## src/lscd_pkg.sv

```systemverilog
// Purpose: shared constants and types for the lcd segment/common driver core
// Assumes: one 125 MHz clock, all pin inputs asynchronous to it
// Notes: level codes are abstract selectors for the analog driver stage
package lscd_pkg;
    localparam int OUTS = 160;
    localparam int HALF = 80;
    localparam int GROUP_BITS = 16;
    localparam int BYTES_PER_LINE = 20;
    localparam int SKIP_LO = 60;
    localparam int SKIP_HI = 100;
    localparam logic [1:0] LVL_V0 = 2'h0;
    localparam logic [1:0] LVL_V12 = 2'h1;
    localparam logic [1:0] LVL_V43 = 2'h2;
    localparam logic [1:0] LVL_V5 = 2'h3;
    localparam logic [7:0] CNT_ZERO = 8'h00;
    localparam logic [4:0] BYTE_ZERO = 5'h00;

    typedef enum logic [2:0]
    {
        SEQ_WAIT = 3'b001,
        SEQ_LOAD = 3'b010,
        SEQ_DONE = 3'b100
    } lscd_seq_t;

    typedef struct packed
    {
        logic seg_mode;
        logic dir_right;
        logic width_or_dual;
        logic out120;
    } lscd_mode_t;
endpackage : lscd_pkg

```

## src/lscd_core.sv

```systemverilog
// Purpose: digital core of a 160-output lcd segment/common driver
// Assumes: pins sampled by i_clk through two flip-flops
// Notes: pin strobes are edge-detected after synchronisation
// Operation
// - stay selected until 160 bits taken
// - four-bit mode pairs two nibbles per byte
// - eight-bit mode takes one byte per clock
// - latch pointer steps every 16 bits
// - twenty byte transfers fill one line
// - latch falling edge copies all 160 bits
// - common mode shifts on latch falling edge
// - latch pulse restarts input sequencing
// - segment level table by polarity, bit
// - common level table by polarity, bit
// - blanking low forces V5 everywhere
// - four-bit order and chain port roles
// - eight-bit output ordering by direction
// - single common shift direction and ports
// - 120-output option skips outputs 61-100
// - dual mode: two halves, bit7 feeds second
// - chain output low one shift clock
// - blanking clears line latch, keeps loading
// - select high means segment mode
`timescale 1ns/1ns
module lscd_core #(
    parameter int FIFO_DEPTH = 8
) (
    input wire logic i_clk,
    input wire logic i_rst_n,
    input wire logic i_pixel_shift_clock,
    input wire logic i_line_latch_pulse,
    input wire logic i_frame_polarity,
    input wire logic i_output_blank_n,
    input wire logic [7:0] i_pixel_data_in,
    input wire lscd_pkg::lscd_mode_t i_mode,
    input wire logic i_chain_port_a,
    output logic o_chain_port_a,
    output logic o_chain_port_a_oe,
    input wire logic i_chain_port_b,
    output logic o_chain_port_b,
    output logic o_chain_port_b_oe,
    output logic [2*lscd_pkg::OUTS-1:0] o_driver_outputs
);
    import lscd_pkg::*;

    // two-flop synchronisers for all pins
    localparam int NS = 18;
    logic [NS-1:0] s1;
    logic [NS-1:0] s2;
    logic [1:0] s3;
    wire [NS-1:0] pins = {i_pixel_shift_clock, i_line_latch_pulse,
        i_frame_polarity, i_output_blank_n, i_pixel_data_in,
        i_mode, i_chain_port_a, i_chain_port_b};
    always_ff @(posedge i_clk)
    begin
        s1 <= pins;
        s2 <= s1;
        s3 <= s2[NS-1:NS-2];
    end
    wire pixel_shift_clock = s2[17];
    wire lp = s2[16];
    wire fr = s2[15];
    wire blank_n = s2[14];
    wire [7:0] din = s2[13:6];
    lscd_mode_t md;
    assign md = s2[5:2];
    wire port_a = s2[1];
    wire port_b = s2[0];
    wire xck_fall = s3[1] && !pixel_shift_clock;
    wire lp_fall = s3[0] && !lp;
    wire seg = md.seg_mode;
    wire right = md.dir_right;
    // chain input follows direction: low -> port b in, port a out
    wire chain_in = right ? port_a : port_b;

    // segment input sequencing
    lscd_seq_t state;
    lscd_seq_t next_state;
    logic [7:0] bit_cnt;
    logic [4:0] byte_cnt;
    logic nib_half;
    logic [3:0] nib_hold;
    logic chain_low;
    wire take = (state == SEQ_LOAD) && xck_fall && seg;
    wire [7:0] bits_step = md.width_or_dual ? 8'h08 : 8'h04;
    wire [7:0] next_bits = bit_cnt + bits_step;
    wire line_full = take && next_bits >= 8'(OUTS);
    always_comb
    begin
        next_state = state;
        case (state)
            SEQ_WAIT: if (seg && !chain_in) next_state = SEQ_LOAD;
            SEQ_LOAD: if (line_full) next_state = SEQ_DONE;
            SEQ_DONE: next_state = SEQ_DONE;
            default: next_state = SEQ_WAIT;
        endcase
        if (lp_fall)
            next_state = SEQ_WAIT;
    end

    // nibble pairing or full byte capture
    // first nibble of a pair lands in the upper half of the byte
    logic fifo_rdy;
    wire byte_ok = take && fifo_rdy
        && (md.width_or_dual || nib_half);
    wire [7:0] byte_val = md.width_or_dual ? din :
        {nib_hold, din[3:0]};
    always_ff @(posedge i_clk)
    begin
        if (!i_rst_n || lp_fall)
        begin
            state <= SEQ_WAIT;
            bit_cnt <= CNT_ZERO;
            nib_half <= 1'b0;
            nib_hold <= 4'h0;
        end
        else
        begin
            state <= next_state;
            if (take)
            begin
                bit_cnt <= next_bits;
                nib_half <= !nib_half;
                nib_hold <= din[3:0];
            end
        end
    end

    // chain output pulses low for one shift clock after the last bit
    always_ff @(posedge i_clk)
    begin
        if (!i_rst_n || lp_fall)
            chain_low <= 1'b0;
        else if (line_full)
            chain_low <= 1'b1;
        else if (xck_fall)
            chain_low <= 1'b0;
    end

    // byte fifo into the data latch writer
    logic f_valid;
    logic [7:0] f_data;
    lscd_fifo #(.WIDTH(8), .DEPTH(FIFO_DEPTH)) u_fifo (
        .i_clk(i_clk),
        .i_rst_n(i_rst_n),
        .i_flush(lp_fall && state != SEQ_DONE && !f_valid),
        .i_valid(byte_ok),
        .o_ready(fifo_rdy),
        .i_data(byte_val),
        .o_valid(f_valid),
        .i_ready(1'b1),
        .o_data(f_data)
    );

    // data latch: 10 groups of 16 bits, pointer advances per group
    logic [OUTS-1:0] dlatch;
    logic [3:0] grp_ptr;
    logic grp_half;
    wire [3:0] grp_idx = right ? grp_ptr : 4'(OUTS/GROUP_BITS - 1) - grp_ptr;
    // direction high: first byte pixel_data_in -> y8..y1; low: y153..y160
    wire [7:0] rev_byte = {f_data[0], f_data[1], f_data[2], f_data[3],
        f_data[4], f_data[5], f_data[6], f_data[7]};
    wire [7:0] put = right ? rev_byte : f_data;
    wire [7:0] slot = {grp_idx, 4'h0} + (right ? {4'h0, grp_half, 3'h0}
        : {4'h0, !grp_half, 3'h0});
    always_ff @(posedge i_clk)
    begin
        if (!i_rst_n)
        begin
            dlatch <= '0;
            grp_ptr <= 4'h0;
            grp_half <= 1'b0;
            byte_cnt <= BYTE_ZERO;
        end
        else if (lp_fall && !f_valid)
        begin
            grp_ptr <= 4'h0;
            grp_half <= 1'b0;
            byte_cnt <= BYTE_ZERO;
        end
        else if (f_valid && byte_cnt < 5'(BYTES_PER_LINE))
        begin
            dlatch[slot +: 8] <= put;
            byte_cnt <= byte_cnt + 5'h01;
            grp_half <= !grp_half;
            if (grp_half)
                grp_ptr <= grp_ptr + 4'h1;
        end
    end

    // line latch or common shift register
    logic [OUTS-1:0] line;
    logic [OUTS-1:0] next_line;
    wire dual = md.width_or_dual;
    wire cut = md.out120 && !dual;
    always_comb
    begin
        next_line = line;
        if (right)
        begin
            next_line = {line[OUTS-2:0], chain_in};
            if (dual)
                next_line[HALF] = din[7];
            if (cut)
                next_line[SKIP_HI] = line[SKIP_LO-1];
        end
        else
        begin
            next_line = {chain_in, line[OUTS-1:1]};
            if (dual)
                next_line[HALF-1] = din[7];
            if (cut)
                next_line[SKIP_LO-1] = line[SKIP_HI];
        end
        if (cut)
            next_line[SKIP_HI-1:SKIP_LO] = '0;
    end
    wire com_out = right ? line[OUTS-1] : line[0];
    always_ff @(posedge i_clk)
    begin
        if (!i_rst_n || !blank_n)
            line <= '0;
        else if (lp_fall)
            line <= seg ? dlatch : next_line;
    end

    // chain pins: out port has enable, in port released
    always_ff @(posedge i_clk)
    begin
        if (!i_rst_n)
        begin
            o_chain_port_a <= 1'b1;
            o_chain_port_b <= 1'b1;
            o_chain_port_a_oe <= 1'b0;
            o_chain_port_b_oe <= 1'b0;
        end
        else
        begin
            o_chain_port_a <= seg ? !chain_low : com_out;
            o_chain_port_b <= seg ? !chain_low : com_out;
            o_chain_port_a_oe <= !right;
            o_chain_port_b_oe <= right;
        end
    end

    // four-level output code per driver
    wire [2*OUTS-1:0] codes;
    genvar g;
    generate
        for (g = 0; g < OUTS; g++)
        begin : g_lvl
            logic [1:0] code;
            always_comb
            begin
                case ({fr, line[g]})
                    2'h0: code = LVL_V43;
                    2'h1: code = seg ? LVL_V5 : LVL_V0;
                    2'h2: code = LVL_V12;
                    default: code = seg ? LVL_V0 : LVL_V5;
                endcase
                if (!blank_n)
                    code = LVL_V5;
            end
            assign codes[2*g +: 2] = code;
        end
    endgenerate
    always_ff @(posedge i_clk)
    begin
        if (!i_rst_n)
            o_driver_outputs <= {OUTS{LVL_V5}};
        else
            o_driver_outputs <= codes;
    end
endmodule : lscd_core

```

## src/lscd_fifo.sv

```systemverilog
// Purpose: small synchronous fifo between byte assembly and data latch
// Assumes: single clock, synchronous active-low reset
// Notes: full and empty are exact; one word in and one out per cycle
`timescale 1ns/1ns
module lscd_fifo #(
    parameter int WIDTH = 8,
    parameter int DEPTH = 8
) (
    input wire logic i_clk,
    input wire logic i_rst_n,
    input wire logic i_flush,
    input wire logic i_valid,
    output logic o_ready,
    input wire logic [WIDTH-1:0] i_data,
    output logic o_valid,
    input wire logic i_ready,
    output logic [WIDTH-1:0] o_data
);
    localparam int AW = $clog2(DEPTH);
    if (DEPTH < 2 || (1 << AW) != DEPTH)
    begin : g_bad_depth
        $error("fifo depth must be a power of two");
    end
    logic [WIDTH-1:0] mem [DEPTH];
    logic [AW:0] wp;
    logic [AW:0] rp;
    wire do_wr = i_valid && o_ready;
    wire do_rd = o_valid && i_ready;
    assign o_ready = (wp - rp) != (AW+1)'(DEPTH);
    assign o_valid = wp != rp;
    assign o_data = mem[rp[AW-1:0]];
    always_ff @(posedge i_clk)
    begin
        if (!i_rst_n || i_flush)
        begin
            wp <= '0;
            rp <= '0;
        end
        else
        begin
            if (do_wr)
                wp <= wp + 1'b1;
            if (do_rd)
                rp <= rp + 1'b1;
        end
    end
    always_ff @(posedge i_clk)
    begin
        if (do_wr)
            mem[wp[AW-1:0]] <= i_data;
    end
endmodule : lscd_fifo

```

## config.mk

```make
export PLATFORM = sky130hd
export DESIGN_NAME = lscd_core
export DESIGN_NICKNAME = d
export VERILOG_FILES = /design/src/lscd_pkg.sv /design/src/lscd_core.sv /design/src/lscd_fifo.sv
export SDC_FILE = /design/constraint.sdc
export NUM_CORES = 1
export LEC_CHECK = 0
export ABC_CLOCK_PERIOD_IN_PS = 2800
export BUFFER_PORTS_ARGS = -buffer_cell sky130_fd_sc_hd__buf_2
export CORE_UTILIZATION = 53
export DETAILED_ROUTE_END_ITERATION = 8
export GPL_TIMING_DRIVEN = 0
export PLACE_DENSITY = 0.76
export SYNTH_ARGS = -nofsm -noshare
export SYNTH_HDL_FRONTEND = slang
export SYNTH_SLANG_ARGS = --single-unit
```

## constraint.sdc

```tcl
create_clock -name i_clk -period 2.8 [get_ports i_clk]
set_input_delay 0.14 -clock i_clk [delete_from_list [all_inputs] [get_ports i_clk]]
set_output_delay 0.14 -clock i_clk [all_outputs]
set_load 0.005 [all_outputs]
```

==> summary.md, run 1 <==
| Metric | Value |
|---|---|
| Hold Vio Cnt, Final | 0 |
| DIE HEIGHT | roughly 250 microns |
| GP Congestion | around 0.96 |
| Mux cell area share after synthesis | between 10% and 20% |
| Switching power | approximately 5700 uW |
| Met3 WL | a little over 7 mm |
| Number of synthesized register bits | approximately 780 |
| Row count | 89 |
| Simple-gate portion of the synthesized area | roughly 17% |
| Average wire per standard cell | 18.6 microns |
| CP Cell Sequence | buf_6 > buf_8 > buf_12 > xor2_2 > ha_2 > nand3b_1 > a21oi_2 > a211oi_4 > and3_2 > nor3b_4 > buf_6 > mux2i_1 |
| Max_slew headroom | between 20 and 25% |
| Largest family of logic cells by synthesized area | simple AND/OR/NAND/NOR gates |
| Die X | roughly 250 microns |
| Fmax | about 370 MHz |
| Share of the synthesized area in the top cell type | 44.6% |
| Minimum clock period | roughly 2700 ps |
| Fillers | 4,830 |
| CTS tree | built |
| Final wirelength | 90.6 mm |
| Gr usage total | 28.2% |
| Worst-Margin Slew | 1160 ps |
| Adder-cell share of the synthesized area | less than 1% |
| Core Area | around 0.059 sq mm |
| Share of total power in the clock network | between 40% and 50% |
| Fin. max-slew vios | 0 |
| Area grow syn2layout | 18.9% |
| Leak | ~0.015 uW |
| PortBufs | ~340 |
| Residual DRC count | 0 |
| Setup violators final | 0 |
| Die footprint | roughly 0.06 sq mm |
| Grt total ovfl | 0 |
| Root buffer cell | clkbuf_16 |
| Comb power frac | around 6.6% |
| Worst-skew pair later-pin latency | between 600 and 700 ps |
| Routed vias/inst | ~5.5 |
| Crit-path max FO | 10 |
| Synth top area cells | dfxtp_1 45%, mux2i_1 11%, nand2_1 10% |
| CP endpoint kind | flop |
| Post-Syn Area | 0.0322 sq mm |
| Post-synthesis net count | 3,601 |
| Vias | roughly 27k |
| Top Metal Used | met5 |
| Int Power | 18,700 uW |
| VDD IR max | around 0.46 mV |
| Initial antenna violation count | 2 |
| Register area share after synthesis | between 50% and 60% |
| Crit path DAT | roughly 3300 ps |
| I/O pins | roughly 340 |
| CP max stage delay | slightly above 300 ps |
| CP max stage cell | dfxtp_1 |
| Clk pin slew, worst setup/hold paths | roughly 60 ps |
| Nets | 4,059 |
| Routed Antenna Nets | 0 |
| Top FF cell, synth | dfxtp_1 |
| Syn_area_per_cell | approximately 9.0 sq um |
| CP dominant cell by count | buf_6 |
| Worst clock skew | 25.3 ps |
| Crit start category | flop |
| Ys Warns | 0 |
| Dpl hpwl | just over 60 mm |
| First-pass DRT Iterations | 6 |
| Pwr dens | 639 mW/mm^2 |
| WL met1 | ~39 mm |
| First-pass GRT wire length | 138 mm |
| Layout Cells excl Fill | approximately 4.9k |
| Post-synth EDFFs | 64 |
| Mapped Cells | ~3.6k |
| DRT iter0 DRCs | roughly 2.4k |
| Async SR Flop Fraction | 0% |
| Max_cap viols | 0 |
| Total CTS buffers | 79 |
| Share of cells above drive strength 1 | between 10% and 20% |
| Vias in the first global route | 24.9k |
| Initial core utilization | roughly 54% |
| Flop pwr share | approximately 48% |
| Largest net degree at the start of global routing | 20 |
| Critical Path RT | 3340 ps |
| Synth Area in XOR/XNOR | 5.02% |
| Met2 wire len | ~41 mm |
| Status | completed |
| H-tree depth | 3 |
| Placed cell count | 4,684 |
| Largest area contributor in the netlist | dfxtp_1 |
| Fin area | around 0.038 sq mm |
| CP Class | flop to flop |
| Period utilization | a little over nine tenths |
| Hold crit path type | primary input to flop |
| Clock sinks | a little under 800 |
| Post-synthesis compound-gate area fraction | a little under an eighth |
| Cell Area, Placed | between 0.03 and 0.04 sq mm |
| Max Buffers Root-to-Sink | 3 |
| Switching Share | a little under a quarter |
| Synth cell types | 68 |
-- path summary, 6_finish.rpt --
check | start | end | slack, ps | cells after the start
max | s2[4]$_DFF_P_ | dlatch[85]$_SDFFE_PN0P_ | 60 | 12
min | i_pixel_data_in[0] | s1[6]$_DFF_P_ | 150 | 2
max reg2reg | s2[4]$_DFF_P_ | dlatch[85]$_SDFFE_PN0P_ | 60 | 12
min reg2reg | s1[5]$_DFF_P_ | s2[5]$_DFF_P_ | 330 | 0
-- per-stage QoR --
stage	hold slack [ps]	setup TNS, ps	utilization [%]	total power, uW	setup slack [ps]
after floorplan	168	0	-	12800	7.06
after global placement	244	-253400	58.6	13400	-912
after detailed placement	244	-233230	58.7	13400	-953
after CTS	106	-3690	64.1	24500	-164
after global routing	141	-33.4	64.4	25200	-13.5
final	151	0	64.4	24400	64.0
-- synth_stat cells (2+ instances only) --
cell and number:
a211oi_1 5, a21o_1 2, a21oi_1 295, and2_1 4, and3_1 163, buf_1 20, buf_2 37, buf_4 9
buf_6 6, clkbuf_1 230, dfxtp_1 717, edfxtp_1 64, ha_1 13, inv_1 10, mux2_2 5, mux2i_1 341
mux4_2 16, nand2_1 896, nand2_2 12, nand2b_1 8, nand3_1 9, nand3_2 5, nand3b_4 2, nand4_1 6
nor2_1 84, nor2_4 3, nor2b_1 9, nor3_1 7, nor3b_2 2, nor4_1 4, o211ai_1 38, o21a_1 2
o21ai_0 327, or4_1 2, xnor2_1 173, xor2_1 9
-- power by group through the flow --
stage               registers (uW)  clock network, uW  logic (uW)
CTS                          11600              11300        1570
global route                 11600              11800        1730
floorplan                    11800                  0         906
detailed placement           11900                  0        1520
global placement             11800                  0        1500
finish                       11600              11200        1610
-- cell type report --
cell class	count	area (sq um)	area share, %
Sequential cell	781	16300	42.5
Multi-Input combinational cell	2473	14800	38.7
Clock buffer	100	2220	5.80
Timing Repair Buffer	379	2080	5.45
Buffer	300	1310	3.42
Tap cell	773	967	2.53
Clock inverter	46	567	1.48
Inverter	11	41.3	0.108
Antenna cell	1	2.50	0.00654
-- cells by family (layout without fill, tap and decap cells) --
kind of cell / after synthesis / count (layout)
compound gates: 685 / 685
xor+xnor: 183 / 183
fa+ha+maj: 14 / 14
buf+inv: 313 / 836
flops: 781 / 781
mux: 362 / 362
other cells: 0 / 1
simple gates: 1229 / 1229
-- routing by layer --
layer	up-vias	global-route usage (%)
met1	12700	38.1
met2	1106	44.0
met5	-	0
li1	12900	-
met4	2	12.1
met3	204	5.24
-- critical path: cells and delay by family (launching register included) --
family                     cells  cell delay [ps]
muxes                          1              190
adders and majority gates      1              240
AOI/OAI and AO/OA              2              370
xor gates and xnor gates       1              150
DFF                            1              310
buffers and inverters          4              620
and+or+nand+nor                3              760
-- registers in the layout (all words and copies together), names as in the netlist, 3 cells and up, named ones only --
register          count
bit_cnt               6
byte_cnt              5
dlatch              160
grp_ptr               4
line                160
nib_hold              4
o_driver_outputs    320
s1                   18
s2                   18
state                 3
u_fifo.mem           64
u_fifo.rp             4
u_fifo.wp             4
-- repair_timing --
action | in CTS | in global routing
hold buffers | 18 | 0
resized for setup | 38 | 35
hold endpoints to repair | 18 | 0
setup buffers | 10 | 7
pin swaps | 4 | 6
gates cloned | 0 | 0
endpoints found under the setup margin | 615 | 226
-- layout by cell type (no fill, tap or decap), types with 14 or more instances in the layout --
master and count:
and3_1 163, dfxtp_1 716, edfxtp_1 64, clkbuf_16 83, nor2_1 79, o211ai_1 38, o21ai_0 327, clkinv_2 15
nand2_2 14, mux4_2 16, a21oi_1 294, dlygate4sd3_1 18, buf_2 374, xnor2_1 172, mux2i_1 341, nand2_1 893
buf_1 18, clkbuf_2 15, buf_4 30, clkbuf_1 221
No activity file was read; power rests on OpenSTA's default activity.
==> run 2: changes to the inputs <==
Settings changed: MAX_ROUTING_LAYER set to met4.
==> summary.md, run 2 (synthesis gave the netlist of run 1 again) <==
| Metric | Value |
|---|---|
| Max Buffers Root-to-Sink | 3 |
| Worst hold endpoint | s1[0]$_DFF_P_ |
| CTS tree | built |
| Routed vias/inst | 5.56 |
| Nets | between 4k and 5k |
| PortBufs | between 300 and 400 |
| CP Cell Sequence | buf_6 > buf_6 > buf_12 > xor2_1 > ha_2 > nand3b_1 > nor2_1 > a211oi_4 > and3_2 > nor3b_4 > buf_6 > mux2i_1 |
| Number of flip-flops in the largest register | 320 |
| Hold path start | i_chain_port_b |
| Largest net degree at the start of global routing | 20 |
| Leak | approximately 0.015 uW |
| Average wire per standard cell | roughly 19 microns |
| Routed Antenna Nets | 0 |
| Die footprint | 0.0617 sq mm |
| Crit path DAT | around 3300 ps |
| DRT iter0 DRCs | between 2k and 2.5k |
| Period utilization | between 90% and 100% |
| CP endpoint kind | flop |
| VDD IR max | 0.401 mV |
| CP Class | flop to flop |
| DIE HEIGHT | around 250 microns |
| Hold Vio Cnt, Final | 0 |
| Worst-skew pair later-pin latency | between 600 and 700 ps |
| Internal reg-to-reg setup slack | between 70 and 80 ps |
| Worst-Margin Slew | 1330 ps |
| I/O pins | 344 |
| Setup violators final | 0 |
| Clock sinks | 781 |
| Grt total ovfl | 0 |
| Worst hold stages | 2 |
| Worst clock skew | 39.5 ps |
| Core Area | about 0.06 sq mm |
| CP max stage delay | ~310 ps |
| Hold_ws | ~130 ps |
| CP max stage cell | dfxtp_1 |
| FF-to-FF path depth | 12 |
| Minimum clock period | approximately 2700 ps |
| Top reg by flops | o_driver_outputs |
| Row count | 89 |
| Crit start category | flop |
| Total CTS buffers | 78 |
| Initial core utilization | between 50 and 60% |
| CP dominant cell by count | buf_6 |
| Root buffer cell | clkbuf_16 |
| First-pass DRT Iterations | 6 |
| H-tree depth | 3 |
| Share of cells above drive strength 1 | roughly 15% |
| Max_cap viols | 0 |
| Fin. max-slew vios | 0 |
| Final wirelength | approximately 90 mm |
| Fmax | 367 MHz |
| Clk pin slew, worst setup/hold paths | approximately 60 ps |
| Pwr dens | 626 mW/mm^2 |
| Vias | 27.1k |
| Area grow syn2layout | 18.5% |
| Bufs and invs on worst path | 4 |
| CP top delay family | simple AND/OR/NAND/NOR gates |
| Commonest cells after routing, fill and taps aside | 893 x nand2_1, 716 x dfxtp_1, 373 x buf_2 |
| Hold crit path type | primary input to flop |
| Commonest non-fill, non-tap cell in the layout | nand2_1 |
| Residual DRC count | 0 |
| Worst flop-to-flop path endpoint | dlatch[84]$_SDFFE_PN0P_ |
| Max_slew headroom | roughly 11% |
| Vias in the first global route | roughly 25k |
| Regs by FF count | o_driver_outputs x320, dlatch x160, line x160 |
| Dpl hpwl | just over 60 mm |
| Status | completed |
| Crit-path max FO | 10 |
| RR Startpoint | s2[4]$_DFF_P_ |
| Final Core Density | between 60 and 70% |
| Initial antenna violation count | 1 |
| First-pass GRT wire length | ~140 mm |
| Critical Path RT | between 3000 and 4000 ps |
| Die X | roughly 250 microns |
| Gr usage total | between 20% and 30% |
| GP Congestion | 0.956 |
==> run 2: cell types whose count changed in the layout (fill, tap and decap cells not counted), sizes merged <==
cell	delta
bufinv	-5
clkinvlp	-10
clkbuf	+11
buf	+8
clkinv	-2
diode	+1
clkdlybuf4s15	+1
==> run 2: worst max-delay path by stage <==
stage,from,to,slack [ps],cells past startpoint
finish,s2[4]$_DFF_P_,dlatch[84]$_SDFFE_PN0P_,80,12
global route,s2[5]$_DFF_P_,u_fifo.mem[5][3]$_DFFE_PP_,-60,8
CTS,s2[5]$_DFF_P_,u_fifo.mem[2][4]$_DFFE_PP_,-180,7
detailed placement,s2[4]$_DFF_P_,dlatch[58]$_SDFFE_PN0P_,-950,12
global placement,s2[4]$_DFF_P_,dlatch[56]$_SDFFE_PN0P_,-910,12
floorplan,u_fifo.rp[1]$_SDFFE_PP0N_,u_fifo.mem[1][0]$_DFFE_PP_,7,8
==> run 2: metrics by stage <==
stage                     cells  worst slack (ps)  TNS, ps  power (uW)  instance area, sq um
after floorplan            3567              7.06        0       12800                 32200
after global placement     4682              -909  -240230       13400                 34900
after detailed placement   4684              -946  -242530       13400                 34900
after CTS                  4852              -176    -4290       24000                 37900
after global routing       4866             -60.8     -497       24700                 38100
final                      4868              75.9        0       23900                 38100
==> run 2: area by class of cell <==
type / count / area, sq um
clock buffers: 111 / 2290
well taps: 773 / 967
multi-input cells: 2473 / 14800
clock inverters: 29 / 334
inverters: 11 / 41.3
plain buffers: 300 / 1310
fillers: 4868 / 21300
diodes: 2 / 5.00
flip-flops and latches: 781 / 16300
repair buffers: 388 / 2110
==> run 2: what timing repair did <==
action | CTS | global route
endpoints found under the hold margin | 18 | 0
endpoints found under the setup margin | 602 | 233
pin swaps | 4 | 6
gates resized for setup | 39 | 22
setup buffers | 11 | 15
hold buffers | 18 | 0
==> run 2: worst reg2reg max path: stages (launching register included) <==
cell and delay (ps):
dfxtp_1 310, buf_6 130, buf_6 150, buf_12 130, xor2_1 140, ha_2 230, nand3b_1 150, nor2_1 130
a211oi_4 300, and3_2 280, nor3b_4 260, buf_6 200, mux2i_1 210
==> run 2: metal layers <==
layer	up-vias	global-route usage, %	wire length, microns
met2	1062	44.4	40800
li1	13000	-	-
met4	0	10.9	3060
met3	194	4.56	6960
met5	-	-	0
met1	12900	38.5	39300
==> run 2: power by group <==
part	total (uW)	switching [uW]	leakage, uW	internal [uW]
Sequential	11600	116	0.00643	11500
Combinational	1610	1080	0.00717	534
Clock	10700	4390	0.00130	6270
